==> config.mk <==
export PLATFORM = sky130hd
export DESIGN_NAME = msm_top
export DESIGN_NICKNAME = d
export VERILOG_FILES = /design/src/core/msm_pkg.sv /design/src/core/msm_top.sv
export SDC_FILE = /design/constraint.sdc
export NUM_CORES = 1
export LEC_CHECK = 0
export BUFFER_PORTS_ARGS = -buffer_cell sky130_fd_sc_hd__clkbuf_2
export CAP_MARGIN = 20
export CORE_ASPECT_RATIO = 1.75
export CORE_UTILIZATION = 45
export CTS_BUF_LIST = sky130_fd_sc_hd__clkbuf_16
export DETAILED_ROUTE_END_ITERATION = 7
export PLACE_DENSITY = 0.83
export SETUP_SLACK_MARGIN = 0.15
export SLEW_MARGIN = 20
export SYNTH_ARGS = -nofsm -noshare
export SYNTH_HDL_FRONTEND = slang
export SYNTH_SLANG_ARGS = --single-unit
==> constraint.sdc <==
create_clock -name clock -period 1.8 [get_ports clock]
set_input_delay 0.36 -clock clock [delete_from_list [all_inputs] [get_ports clock]]
set_output_delay 0.36 -clock clock [all_outputs]
set_load 0.05 [all_outputs]
==> src/core/msm_pkg.sv <==
// Package with register map, field positions and reset values for the mode/map block
package msm_pkg;
  // Register byte addresses
  localparam logic [15:0] ADDR_NVM_PROG   = 16'h103b;
  localparam logic [15:0] ADDR_PRIO_MODE  = 16'h103c;
  localparam logic [15:0] ADDR_RAM_REG    = 16'h103d;
  localparam logic [15:0] ADDR_RSVD       = 16'h103e;
  localparam logic [15:0] ADDR_STARTUP    = 16'h103f;
  // Reset values
  localparam logic [7:0]  NVM_PROG_RST    = 8'h00;
  localparam logic [3:0]  PSEL_RST        = 4'h6;
  localparam logic [7:0]  RAM_REG_RST     = 8'h01;
  localparam logic [3:0]  EE_POS_RST      = 4'hf;
  // Priority register field positions
  localparam int          BOOT_BIT        = 7;
  localparam int          SPECIAL_MODE_FLAG_BIT        = 6;
  localparam int          MDA_BIT         = 5;
  localparam int          IRV_BIT         = 4;
  // Startup configuration field positions
  localparam int          SECURITY_DISABLE_BIT       = 3;
  localparam int          WATCHDOG_DISABLE_BIT       = 2;
  localparam int          INTERNAL_ROM_ON_BIT       = 1;
  localparam int          EEPROM_ON_BIT        = 0;
  // Fixed map windows
  localparam logic [15:0] BOOT_LO         = 16'hbf00;
  localparam logic [15:0] BOOT_HI         = 16'hbfff;
  localparam logic [15:0] EE512_LO        = 16'hb600;
  localparam logic [15:0] EE512_HI        = 16'hb7ff;
  localparam logic [15:0] EE2K_OFS        = 16'h0800;
  localparam logic [15:0] VEC_NORMAL      = 16'hfffa;
  localparam logic [15:0] VEC_SPECIAL     = 16'hbffa;
  // Protected write window after reset, in cycles
  localparam int          PROT_CYCLES     = 64;
  localparam logic [6:0]  PROT_COUNT      = 7'(PROT_CYCLES);
  // Resource selected for a cpu access
  typedef enum logic [2:0] {
    MSM_SEL_NONE, MSM_SEL_REG, MSM_SEL_RAM, MSM_SEL_BOOT, MSM_SEL_EEPROM, MSM_SEL_ROM
  } msm_sel_t;
  // Operating modes
  typedef enum logic [1:0] {
    MSM_SINGLE, MSM_EXPANDED, MSM_BOOTSTRAP, MSM_TEST
  } msm_mode_t;
endpackage

==> src/core/msm_top.sv <==
// Mode latch, memory map resolver and system registers
`timescale 1ns/1ns
`default_nettype none
// Notes on behaviour
// - Registers beat RAM, RAM beats ROM
// - Boot ROM mapped while boot and special bits are set
// - ROM on always, expanded needs ROM-on bit
// - Small EEPROM fixed at B600-B7FF
// - Large EEPROM placed by position nibble
// - Mode pins sampled only during reset
// - Pin pairs map to boot, special, A bits
// - Pin A drives fetch marker low, open drain
// - Vector base FFFA normal, BFFA special
// - Priority bits reset 0110, upper by mode
// - Boot enable writable only in special modes
// - Visibility resets 1 only in test mode
// - Protected bits once in 64 cycles normally
// - Config keeps programmed bits through reset
// - Mode A once in normal modes; special never re-set
// - Visibility: bus drive or E held low
// - Config copied to latches each reset
module msm_top #(
  parameter bit         EE_2K     = 1'b0,     // Large remappable EEPROM variant
  parameter logic [7:0] NV_CONFIG_INIT = 8'hff // Initial nonvolatile config byte
) (
  input  wire logic           clock,          // System clock
  input  wire logic           rstn,           // Synchronous reset, low active
  input  wire logic           mode_pin_a_in,  // Mode pin A level
  output logic                mode_pin_a_out, // Mode pin A drive value
  output logic                mode_pin_a_oe,  // Mode pin A drive enable
  input  wire logic           mode_pin_b,     // Mode pin B level
  input  wire logic           fetch_first,    // First E cycle of an instruction
  input  wire logic [15:0]    cpu_addr,       // Cpu access address
  input  wire logic           cpu_read,       // Cpu read in progress
  output msm_pkg::msm_sel_t   cpu_sel,        // Resource that answers the access
  output logic [15:0]         vector_base,    // Reset vector base address
  output logic                e_pin_low,      // Hold E pin low
  output logic                ext_read_vis,   // Drive internal reads on external bus
  output logic                security_off,   // Security disable latch
  output logic                watchdog_off,   // Watchdog disable latch
  input  wire logic [7:0]     nv_write_data,  // Programmed value for config byte
  input  wire logic           nv_write,       // Program strobe for config byte
  input  wire logic [15:0]    reg_addr,       // Register address
  input  wire logic [7:0]     reg_wdata,      // Register write data
  input  wire logic           reg_write,      // Register write strobe
  input  wire logic           reg_read,       // Register read strobe
  output logic [7:0]          reg_rdata       // Register read data, next cycle
);
  import msm_pkg::*;

  // Synchronisers for the mode pins
  logic [1:0] pa_sync_reg;                    // Pin A two-stage sync
  logic [1:0] pb_sync_reg;                    // Pin B two-stage sync
  // Register state
  logic       boot_reg, special_mode_flag_reg, mda_reg, irv_reg; // Priority register upper bits
  logic [3:0] psel_reg;                       // Priority select nibble
  logic [7:0] nvm_reg;                        // Programming control
  logic [7:0] place_reg;                      // RAM and register placement
  logic [7:0] nv_cell_reg = NV_CONFIG_INIT;   // Nonvolatile config byte, power-up value
  logic [7:0] cfg_reg;                        // Working config latches
  logic [6:0] prot_cnt_reg;                   // Cycles since reset release
  logic       place_done_reg;                 // Placement written once
  logic       mda_done_reg;                   // Mode A written once
  logic       irv_done_reg;                   // Visibility written once
  logic [7:0] rdata_reg;                      // Read data register
  logic       mode_b_lat, mode_a_lat;         // Levels latched during reset
  msm_mode_t  mode;                           // Decoded operating mode

  // Two flip-flop synchronisers
  always_ff @(posedge clock) begin
    pa_sync_reg <= {pa_sync_reg[0], mode_pin_a_in};
    pb_sync_reg <= {pb_sync_reg[0], mode_pin_b};
  end

  // Pin levels followed while reset is low, held after release
  // sample only during reset
  always_ff @(posedge clock) begin
    if (!rstn) begin
      mode_a_lat <= pa_sync_reg[1];
      mode_b_lat <= pb_sync_reg[1];
    end
  end

  // Mode decode from latched levels
  always_comb begin
    case ({mode_b_lat, mode_a_lat})
      2'b10:   mode = MSM_SINGLE;
      2'b11:   mode = MSM_EXPANDED;
      2'b00:   mode = MSM_BOOTSTRAP;
      2'b01:   mode = MSM_TEST;
      default: mode = MSM_SINGLE;
    endcase
  end

  // Write qualifiers
  logic wr_prio, wr_place, wr_nvm, window_open;
  assign wr_prio     = reg_write && (reg_addr == ADDR_PRIO_MODE);
  assign wr_place    = reg_write && (reg_addr == ADDR_RAM_REG);
  assign wr_nvm      = reg_write && (reg_addr == ADDR_NVM_PROG);
  assign window_open = (prot_cnt_reg < PROT_COUNT);

  // Protected window counter
  always_ff @(posedge clock) begin
    if (!rstn) begin
      prot_cnt_reg <= '0;
    end else if (window_open) begin
      prot_cnt_reg <= prot_cnt_reg + 7'h01;
    end
  end

  // Priority register upper bits
  // reset values from pins
  // visibility and boot enable by mode
  always_ff @(posedge clock) begin
    if (!rstn) begin
      boot_reg     <= !pb_sync_reg[1] && !pa_sync_reg[1];
      special_mode_flag_reg     <= !pb_sync_reg[1];
      mda_reg      <= pa_sync_reg[1];
      irv_reg      <= !pb_sync_reg[1] && pa_sync_reg[1];
      mda_done_reg <= 1'b0;
      irv_done_reg <= 1'b0;
    end else if (wr_prio) begin
      // boot enable only in special modes
      if (special_mode_flag_reg) begin
        boot_reg <= reg_wdata[BOOT_BIT];
      end
      if (!reg_wdata[SPECIAL_MODE_FLAG_BIT]) begin
        special_mode_flag_reg <= 1'b0;
      end
      // mode A once in normal modes
      if (special_mode_flag_reg || !mda_done_reg) begin
        mda_reg      <= reg_wdata[MDA_BIT];
        mda_done_reg <= 1'b1;
      end
      // Visibility written once in any mode
      if (!irv_done_reg) begin
        irv_reg      <= reg_wdata[IRV_BIT];
        irv_done_reg <= 1'b1;
      end
    end
  end

  // Priority select nibble
  // resets to 0110
  always_ff @(posedge clock) begin
    if (!rstn) begin
      psel_reg <= PSEL_RST;
    end else if (wr_prio) begin
      psel_reg <= reg_wdata[3:0];
    end
  end

  // Placement register
  // once within window, anytime special
  always_ff @(posedge clock) begin
    if (!rstn) begin
      place_reg      <= RAM_REG_RST;
      place_done_reg <= 1'b0;
    end else if (wr_place && (special_mode_flag_reg || (window_open && !place_done_reg))) begin
      place_reg      <= reg_wdata;
      place_done_reg <= 1'b1;
    end
  end

  // Programming control register
  always_ff @(posedge clock) begin
    if (!rstn) begin
      nvm_reg <= NVM_PROG_RST;
    end else if (wr_nvm) begin
      nvm_reg <= reg_wdata;
    end
  end

  // Nonvolatile cell, survives reset
  // Only programming changes it; reset must never touch it
  always_ff @(posedge clock) begin
    if (nv_write) begin
      nv_cell_reg <= nv_write_data;
    end
  end

  // Working latches loaded during reset
  // copy config during reset
  always_ff @(posedge clock) begin
    if (!rstn) begin
      cfg_reg <= '0;
      cfg_reg[SECURITY_DISABLE_BIT] <= nv_cell_reg[SECURITY_DISABLE_BIT];
      cfg_reg[WATCHDOG_DISABLE_BIT] <= nv_cell_reg[WATCHDOG_DISABLE_BIT];
      cfg_reg[EEPROM_ON_BIT]  <= nv_cell_reg[EEPROM_ON_BIT];
      cfg_reg[INTERNAL_ROM_ON_BIT] <= nv_cell_reg[INTERNAL_ROM_ON_BIT];
      if (EE_2K) begin
        cfg_reg[7:4] <= nv_cell_reg[7:4];
      end
    end
  end

  // Read data one cycle after strobe
  always_ff @(posedge clock) begin
    if (!rstn) begin
      rdata_reg <= '0;
    end else if (reg_read) begin
      case (reg_addr)
        ADDR_NVM_PROG:  rdata_reg <= nvm_reg;
        ADDR_PRIO_MODE: rdata_reg <= {boot_reg, special_mode_flag_reg, mda_reg, irv_reg, psel_reg};
        ADDR_RAM_REG:   rdata_reg <= place_reg;
        ADDR_STARTUP:   rdata_reg <= EE_2K ? {cfg_reg[7:2], 1'b1, cfg_reg[0]}
                                           : {4'h0, cfg_reg[3:2], 1'b1, cfg_reg[0]};
        default:        rdata_reg <= '0;
      endcase
    end else begin
      rdata_reg <= '0;
    end
  end
  assign reg_rdata = rdata_reg;

  // Address map resolution
  logic hit_reg, hit_ram, hit_boot, hit_ee, hit_rom, rom_en;
  assign hit_reg  = (cpu_addr[15:12] == place_reg[3:0]) && (cpu_addr[11:6] == 6'h00);
  assign hit_ram  = (cpu_addr[15:12] == place_reg[7:4]) && (cpu_addr[11:9] == 3'h0);
  assign hit_boot = boot_reg && special_mode_flag_reg && (cpu_addr >= BOOT_LO) && (cpu_addr <= BOOT_HI);
  assign hit_ee   = cfg_reg[EEPROM_ON_BIT] && (EE_2K
                    ? ((cpu_addr[15:12] == cfg_reg[7:4]) && (cpu_addr[11:0] >= EE2K_OFS[11:0]))
                    : ((cpu_addr >= EE512_LO) && (cpu_addr <= EE512_HI)));
  // ROM enable by mode
  // Special test is an expanded mode, so it obeys the ROM-on bit too
  assign rom_en   = (mode == MSM_EXPANDED || mode == MSM_TEST) ? cfg_reg[INTERNAL_ROM_ON_BIT] : 1'b1;
  assign hit_rom  = rom_en && cpu_addr[15];

  always_comb begin
    if (hit_reg)       cpu_sel = MSM_SEL_REG;
    else if (hit_ram)  cpu_sel = MSM_SEL_RAM;
    else if (hit_boot) cpu_sel = MSM_SEL_BOOT;
    else if (hit_ee)   cpu_sel = MSM_SEL_EEPROM;
    else if (hit_rom)  cpu_sel = MSM_SEL_ROM;
    else               cpu_sel = MSM_SEL_NONE;
  end

  assign vector_base = mode_b_lat ? VEC_NORMAL : VEC_SPECIAL;

  assign ext_read_vis = irv_reg && mda_reg && cpu_read;
  assign e_pin_low    = irv_reg && !mda_reg;
  assign security_off = cfg_reg[SECURITY_DISABLE_BIT];
  assign watchdog_off = cfg_reg[WATCHDOG_DISABLE_BIT];

  // open drain fetch marker out of reset
  assign mode_pin_a_out = 1'b0;
  assign mode_pin_a_oe  = rstn && fetch_first;

  // a_ Protected placement write refused after window
  a_place_lock: assert property (@(posedge clock) disable iff (!rstn)
    (wr_place && !special_mode_flag_reg && !window_open) |=> $stable(place_reg))
    else $error("placement changed after window");
  a_special_mode_flag_sticky: assert property (@(posedge clock) disable iff (!rstn)
    (!special_mode_flag_reg) |=> !special_mode_flag_reg)
    else $error("special bit set again");
  a_boot_map: assert property (@(posedge clock) disable iff (!rstn)
    (cpu_sel == MSM_SEL_BOOT) |-> (cpu_addr[15:8] == 8'hbf) && boot_reg)
    else $error("boot rom outside window");
  a_reg_first: assert property (@(posedge clock) disable iff (!rstn)
    hit_reg |-> cpu_sel == MSM_SEL_REG)
    else $error("register block lost priority");
  a_psel_reset: assert property (@(posedge clock)
    !rstn |=> psel_reg == 4'h6)
    else $error("priority select reset wrong");
  a_mode_hold: assert property (@(posedge clock) disable iff (!rstn)
    $stable(mode_a_lat) && $stable(mode_b_lat))
    else $error("mode changed after reset");
  a_marker_drive: assert property (@(posedge clock)
    mode_pin_a_oe |-> rstn && fetch_first && !mode_pin_a_out)
    else $error("marker driven wrongly");
  a_vector_sel: assert property (@(posedge clock) disable iff (!rstn)
    vector_base == ((mode == MSM_SINGLE || mode == MSM_EXPANDED) ? VEC_NORMAL : VEC_SPECIAL))
    else $error("vector base wrong");
  a_read_data: assert property (@(posedge clock) disable iff (!rstn)
    (reg_read && reg_addr == ADDR_PRIO_MODE) |=> reg_rdata[3:0] == $past(psel_reg))
    else $error("priority read wrong");
  // Map and latch checks
  a_rom_enable: assert property (@(posedge clock) disable iff (!rstn)
    (mode == MSM_SINGLE || mode == MSM_BOOTSTRAP) |-> rom_en)
    else $error("rom not enabled in single chip or bootstrap");
  a_ee_fixed: assert property (@(posedge clock) disable iff (!rstn)
    (!EE_2K && cfg_reg[EEPROM_ON_BIT] && cpu_addr[15:9] == EE512_LO[15:9] && !hit_reg && !hit_ram)
    |-> cpu_sel == MSM_SEL_EEPROM)
    else $error("small eeprom not at fixed window");
  a_cfg_hold: assert property (@(posedge clock) disable iff (!rstn)
    $past(rstn) |-> $stable(cfg_reg))
    else $error("config latches changed outside reset");
  a_reset_bits: assert property (@(posedge clock)
    $rose(rstn) |-> (irv_reg == (mode == MSM_TEST)) && (boot_reg == (mode == MSM_BOOTSTRAP)))
    else $error("visibility or boot enable reset wrong");
endmodule
`default_nettype wire

==> results.sh, run 1 <==
export IMPL_slew_headroom_pct=66.6
export IMPL_slew_violations=0
export IMPL_dr_pass1_iters=4
export IMPL_core_area_um2=5630
export IMPL_hpwl_um=4930
export IMPL_cts_buffers=5
export IMPL_rsz0062_at_grt="yes"
export IMPL_fmax_mhz=485
export IMPL_worstPathRequired_ns=1.44
export IMPL_yosys_warnings=0
export IMPL_path_cells="nand4_1, or3_4, a21boi_1, o21ai_2, buf_8"
export IMPL_grt_pass1_vias=2351
export IMPL_crit_path_start_kind="flip-flop"
export IMPL_overflow=0
export IMPL_finClkSkew_ns=0.00479
export IMPL_dp_cells=426
export IMPL_cap_violations=0
export IMPL_avgSynthCellArea_um2=10.0
export IMPL_syn_to_final_growth_pct=37.9
export IMPL_fin_util_pct=65.4
export IMPL_cp_slowest_stage_delay_ns=0.41
export IMPL_ios=90
export IMPL_cp_slowest_cell="edfxtp_1"
export IMPL_drcViolationCount=0
export IMPL_diodes=0
export IMPL_yosysMostFrequentCell="dfxtp_1"
export IMPL_tightestPinTransition_ns=0.499
export IMPL_synthCells=266
export IMPL_antenna_found_initial=0
export IMPL_drtIter0Drc=134
export IMPL_swShare_pct=24.6
export IMPL_power_mw=2.81
export IMPL_synthTopCellsByCount="dfxtp_1, nand3_1, buf_4, o21ai_0, nor2_1"
export IMPL_num_rows=36
export IMPL_insertion_delay_ns=0.29
export IMPL_hold_buffers=0
export IMPL_root_buffer="clkbuf_16"
export IMPL_ys_ff_latch=56
export IMPL_worst_slack_ns=-0.262
export IMPL_die_area_um2=6260
export IMPL_p_leak_nw=1.55
export IMPL_cts_sinks=56
export IMPL_pwr_share_clk_pct=38.8
export IMPL_die_y_um=104
export IMPL_p_per_area_nw_per_um2=765
export IMPL_drive_gt1_share_pct=41.9
export IMPL_fin_crit_sh_pct=115
export IMPL_worstSetupEndpointType="primary output"
export IMPL_synth_enable_flop_cells=14
export IMPL_setup_viol=3
export IMPL_start_util_pct=47.4
export IMPL_syn_area_um2=2670
export IMPL_tritoncts="yes"
export IMPL_fin_cells=439
export IMPL_postPlaceCellArea_um2=3310
export IMPL_synth_top_area_share_pct=31.5
export IMPL_dieWidth_um=60.2
export IMPL_yosysSeqAreaShare_pct=47.2
export IMPL_critPathKind="flip-flop to primary output"
export IMPL_path_clk_slew_ns=0.07
export IMPL_nets=420
export IMPL_min_period_ns=2.06
export IMPL_p_switching_mw=0.692
export IMPL_ir_drop_uv=594
export IMPL_grt_use_total_pct=21.6
export IMPL_grt_pass1_wl_um=10500
export IMPL_crit_fanout=2
export IMPL_status="finished, violations left"
export IMPL_vias=2379
export IMPL_io_buffers=63
export IMPL_wl_um=6640
export IMPL_hold_class="primary input to flip-flop"
export IMPL_hold_violations=0
export IMPL_wl_per_cell_um=15.1
export IMPL_yosysTopAreaCell="dfxtp_1"
export IMPL_pwr_share_seq_pct=47.8
export IMPL_dp_slack_ns=-0.267
export IMPL_violations="negative setup slack"
export IMPL_drtAntennaViolNets=0
export IMPL_clk_path_buf_depth=2
export IMPL_avgViaCountPerCell=5.42
export IMPL_async_flop_share_pct=0
export IMPL_synth_distinct_cells=51
export IMPL_p_comb_share_pct=13.4
export IMPL_synth_area_leaders="dfxtp_1, edfxtp_1, buf_4, nand3_1, o21ai_0"
export IMPL_final_area_um2=3680
export IMPL_intPower_mw=2.12
export IMPL_grt_max_degree=23
export IMPL_htreeDepth=2
export IMPL_arrival_ns=1.70
export IMPL_gp_congestion=0.895
export IMPL_yosys_most_used_dff="dfxtp_1"
## worst max-delay path: cells and delay by family, from the launching register on
kind | cells | cell delay [ns]
flops | 1 | 0.41
buf+inv | 1 | 0.16
compound gates | 2 | 0.32
simple gates | 2 | 0.52
## cell usage in the layout (no fill, tap or decap), types with 2 or more instances in the layout
cell,instances
clkbuf_2,57
dfxtp_1,41
buf_4,37
nand3_1,18
nor2_1,16
o21ai_0,16
conb_1,16
edfxtp_1,14
a21oi_1,12
o21a_1,10
nand2_1,9
and3_1,9
a21boi_2,8
buf_6,8
xnor2_1,7
xor2_1,6
clkbuf_16,6
nor4_4,5
nand4b_1,4
nand4_1,4
a22oi_1,4
nor2b_1,3
a22oi_2,3
a222oi_1,3
or3_4,2
nor4_2,2
nor3_1,2
or4b_4,2
mux2i_1,2
a21oi_2,2
## stage by stage
| step | TNS (ns) | hold slack [ns] |
|---|---|---|
| global placement | -2.56 | 0.311 |
| detailed placement | -2.98 | 0.312 |
| global route | -0.801 | 0.156 |
| floorplan | -0.294 | 0.310 |
| CTS | -0.591 | 0.162 |
| finish | -0.696 | 0.167 |
## final cells by class
type / count / area, um^2
clock buffers: 5 / 125
clock inverters: 3 / 46.3
fillers: 432 / 1950
inverters: 2 / 7.51
multi-input cells: 192 / 1430
flip-flops and latches: 56 / 1260
well taps: 76 / 95.1
repair buffers: 105 / 713
## logic make-up after synthesis
kind of cell | Yosys count | share of synthesized area, %
xor+xnor | 13 | 4.26
simple gates | 90 | 22.1
buf+inv | 32 | 7.54
fa+ha+maj | 1 | 0.469
mux | 3 | 1.17
compound gates | 69 | 16.9
flops | 56 | 47.2
other cells | 2 | 0.281
## what timing repair did
item,CTS,global route
setup endpoints to repair,5,20
resized for setup,9,28
pin swaps,3,17
cloned,0,1
setup buffers,1,3
## final timing paths
check / from / end / slack (ns) / cells after the start
worst max-delay path: special_mode_flag_reg / cpu_sel[0] / -0.26 / 5
worst min register to register: pb_sync_reg[0] / pb_sync_reg[1] / 0.33 / 0
worst max register to register: special_mode_flag_reg / place_reg[5] / 0.30 / 4
worst min-delay path: mode_pin_a_in / pa_sync_reg[0] / 0.17 / 1
## routing by layer
| layer | part of all wire, % | GRT usage (%) | vias up |
|---|---|---|---|
| met5 | 0 | 0 | - |
| li1 | - | - | 1138 |
| met2 | 55 | 37.0 | 81 |
| met1 | 37 | 24.1 | 1136 |
| met3 | 3.4 | 2.99 | 24 |
| met4 | 4.1 | 12.5 | 0 |
## power groups by stage
stage	logic [mW]	registers [mW]	clock network, mW
after floorplan	0.225	1.38	0
after global placement	0.342	1.37	0
after detailed placement	0.350	1.37	0
after CTS	0.357	1.34	1.11
after global routing	0.398	1.35	1.17
final	0.377	1.34	1.09
No activity file was read; power rests on OpenSTA's default activity.
==> run 2: changes to the inputs <==
--- a/config.mk
+++ b/config.mk
@@ -11,9 +11,10 @@
 export CORE_UTILIZATION = 45
 export CTS_BUF_LIST = sky130_fd_sc_hd__clkbuf_16
 export DETAILED_ROUTE_END_ITERATION = 7
-export PLACE_DENSITY = 0.83
+export PLACE_DENSITY = 0.81
 export SETUP_SLACK_MARGIN = 0.15
 export SLEW_MARGIN = 20
 export SYNTH_ARGS = -nofsm -noshare
 export SYNTH_HDL_FRONTEND = slang
 export SYNTH_SLANG_ARGS = --single-unit
+export TNS_END_PERCENT = 1
==> constraint.sdc (replaced) <==
create_clock -name clock -period 2 [get_ports clock]
set_input_delay 0.4 -clock clock [delete_from_list [all_inputs] [get_ports clock]]
set_output_delay 0.4 -clock clock [all_outputs]
set_load 0.05 [all_outputs]
==> run 2 against run 1 <==
The flow still finishes with violations (negative setup slack). Hold slack gained 0.028 ns. Sequential share of layout area grew 3.4 points. Final area shrank 8.9%. Die area is the same. Clock skew is essentially flat. Core utilization shrank 5.8 points. Critical endpoint is now cpu_sel[2]. Highest routed layer unchanged.
==> results.sh, run 2 (synthesis results as in run 1) <==
export IMPL_p_per_area_nw_per_um2=718
export IMPL_cts_buffers=5
export IMPL_min_period_ns=2.08
export IMPL_io_buffers=63
export IMPL_setup_tns_ns=-0.141
export IMPL_dieWidth_um=60.2
export IMPL_clk_path_buf_depth=2
export IMPL_drtIter0Drc=127
export IMPL_crit_path_start_kind="primary input"
export IMPL_htreeDepth=2
export IMPL_grt_pass1_vias=2321
export IMPL_die_area_um2=6260
export IMPL_wl_met3_um=314
export IMPL_cap_violations=0
export IMPL_critPathKind="primary input to primary output"
export IMPL_vias=2313
export IMPL_crit_fanout=2
export IMPL_arrival_ns=1.68
export IMPL_path_clk_slew_ns=0.08
export IMPL_insertion_delay_ns=0.30
export IMPL_num_rows=36
export IMPL_hold_ws_ns=0.195
export IMPL_wl_met2_um=3550
export IMPL_grt_max_degree=20
export IMPL_rsz0062_at_grt="yes"
export IMPL_fmax_mhz=481
export IMPL_ios=90
export IMPL_tritoncts="yes"
export IMPL_setup_viol=2
export IMPL_cts_sinks=56
export IMPL_hold_violations=0
export IMPL_drcViolationCount=0
export IMPL_cp_slowest_stage_delay_ns=0.50
export IMPL_gp_congestion=0.878
export IMPL_hold_class="primary input to flip-flop"
export IMPL_wl_um=6340
export IMPL_worst_slack_ns=-0.0807
export IMPL_cp_slowest_cell="or4b_4"
export IMPL_syn_to_final_growth_pct=25.5
export IMPL_die_y_um=104
export IMPL_maxUsedRoutingLayer="met4"
export IMPL_finClkSkew_ns=0.00484
export IMPL_grt_pass1_wl_um=10600
export IMPL_power_mw=2.41
export IMPL_overflow=0
export IMPL_nets=399
export IMPL_fin_cells=418
export IMPL_drtAntennaViolNets=0
export IMPL_dp_cells=410
export IMPL_start_util_pct=47.4
export IMPL_mostFrequentLayoutCell="clkbuf_2"
export IMPL_violations="negative setup slack"
export IMPL_core_area_um2=5630
export IMPL_wl_per_cell_um=15.2
export IMPL_grt_use_total_pct=22.4
export IMPL_avgViaCountPerCell=5.53
export IMPL_ir_drop_uv=459
export IMPL_hpwl_um=4890
export IMPL_fin_util_pct=59.5
export IMPL_worstPathRequired_ns=1.60
export IMPL_fin_crit_sh_pct=104
export IMPL_status="finished, violations left"
export IMPL_worstSetupEndpointType="primary output"
export IMPL_post_cts_buffers=0
export IMPL_antenna_found_initial=0
export IMPL_diodes=0
export IMPL_final_cell_mix="clkbuf_2, dfxtp_1, buf_4"
export IMPL_hold_buffers=0
export IMPL_dr_pass1_iters=5
export IMPL_wl_met1_um=2170
export IMPL_path_cells="buf_6, nand4b_1, or4b_4, nor2b_4, nor3b_4, buf_12"
export IMPL_drive_gt1_share_pct=33.0
export IMPL_root_buffer="clkbuf_16"
export IMPL_p_leak_nw=1.40
export IMPL_slew_violations=0
## run 2: worst paths after layout
check / startpoint / endpoint / slack [ns] / cells past startpoint
worst max-delay path: cpu_addr[14] / cpu_sel[2] / -0.08 / 6
worst min-delay path: mode_pin_b / pb_sync_reg[0] / 0.19 / 1
worst max register to register: special_mode_flag_reg / place_reg[2] / 0.56 / 4
worst min register to register: pb_sync_reg[0] / pb_sync_reg[1] / 0.33 / 0
## run 2: what timing repair did
item	4_1_cts	5_1_grt
endpoints found under the setup margin	3	3
gates resized for setup	8	3
pin swaps	2	1
## run 2: cell type report
| type | instances | area (um^2) |
|---|---|---|
| flip-flops and latches | 56 | 1260 |
| inverters | 2 | 7.51 |
| well taps | 76 | 95.1 |
| multi-input cells | 192 | 1320 |
| repair buffers | 84 | 512 |
| clock buffers | 5 | 125 |
| fillers | 474 | 2280 |
| clock inverters | 3 | 27.5 |
## run 2: worst max-delay path, delay by kind of cell
kind / cells / cell delay (ns)
buffers and inverters: 2 / 0.25
AND/OR/NAND/NOR: 4 / 1.03
## run 2: power by group
part | internal (mW) | switching, mW
combinational | 0.0965 | 0.200
clock | 0.476 | 0.425
sequential | 1.19 | 0.0171
## run 2: metrics by stage
stage | area, um^2 | worst slack, ns
6_report | 3350 | -0.0807
5_1_grt | 3350 | -0.117
2_1_floorplan | 2750 | -0.0769
3_3_place_gp | 3150 | -0.0878
4_1_cts | 3340 | -0.0809
3_5_place_dp | 3150 | -0.148
## run 2: layer usage
metal  vias up  global-route usage [%]
met2        87                    38.8
met5         -                       0
met4         0                    15.8
met1      1104                    22.1
met3        23                    4.60
li1       1099                       -
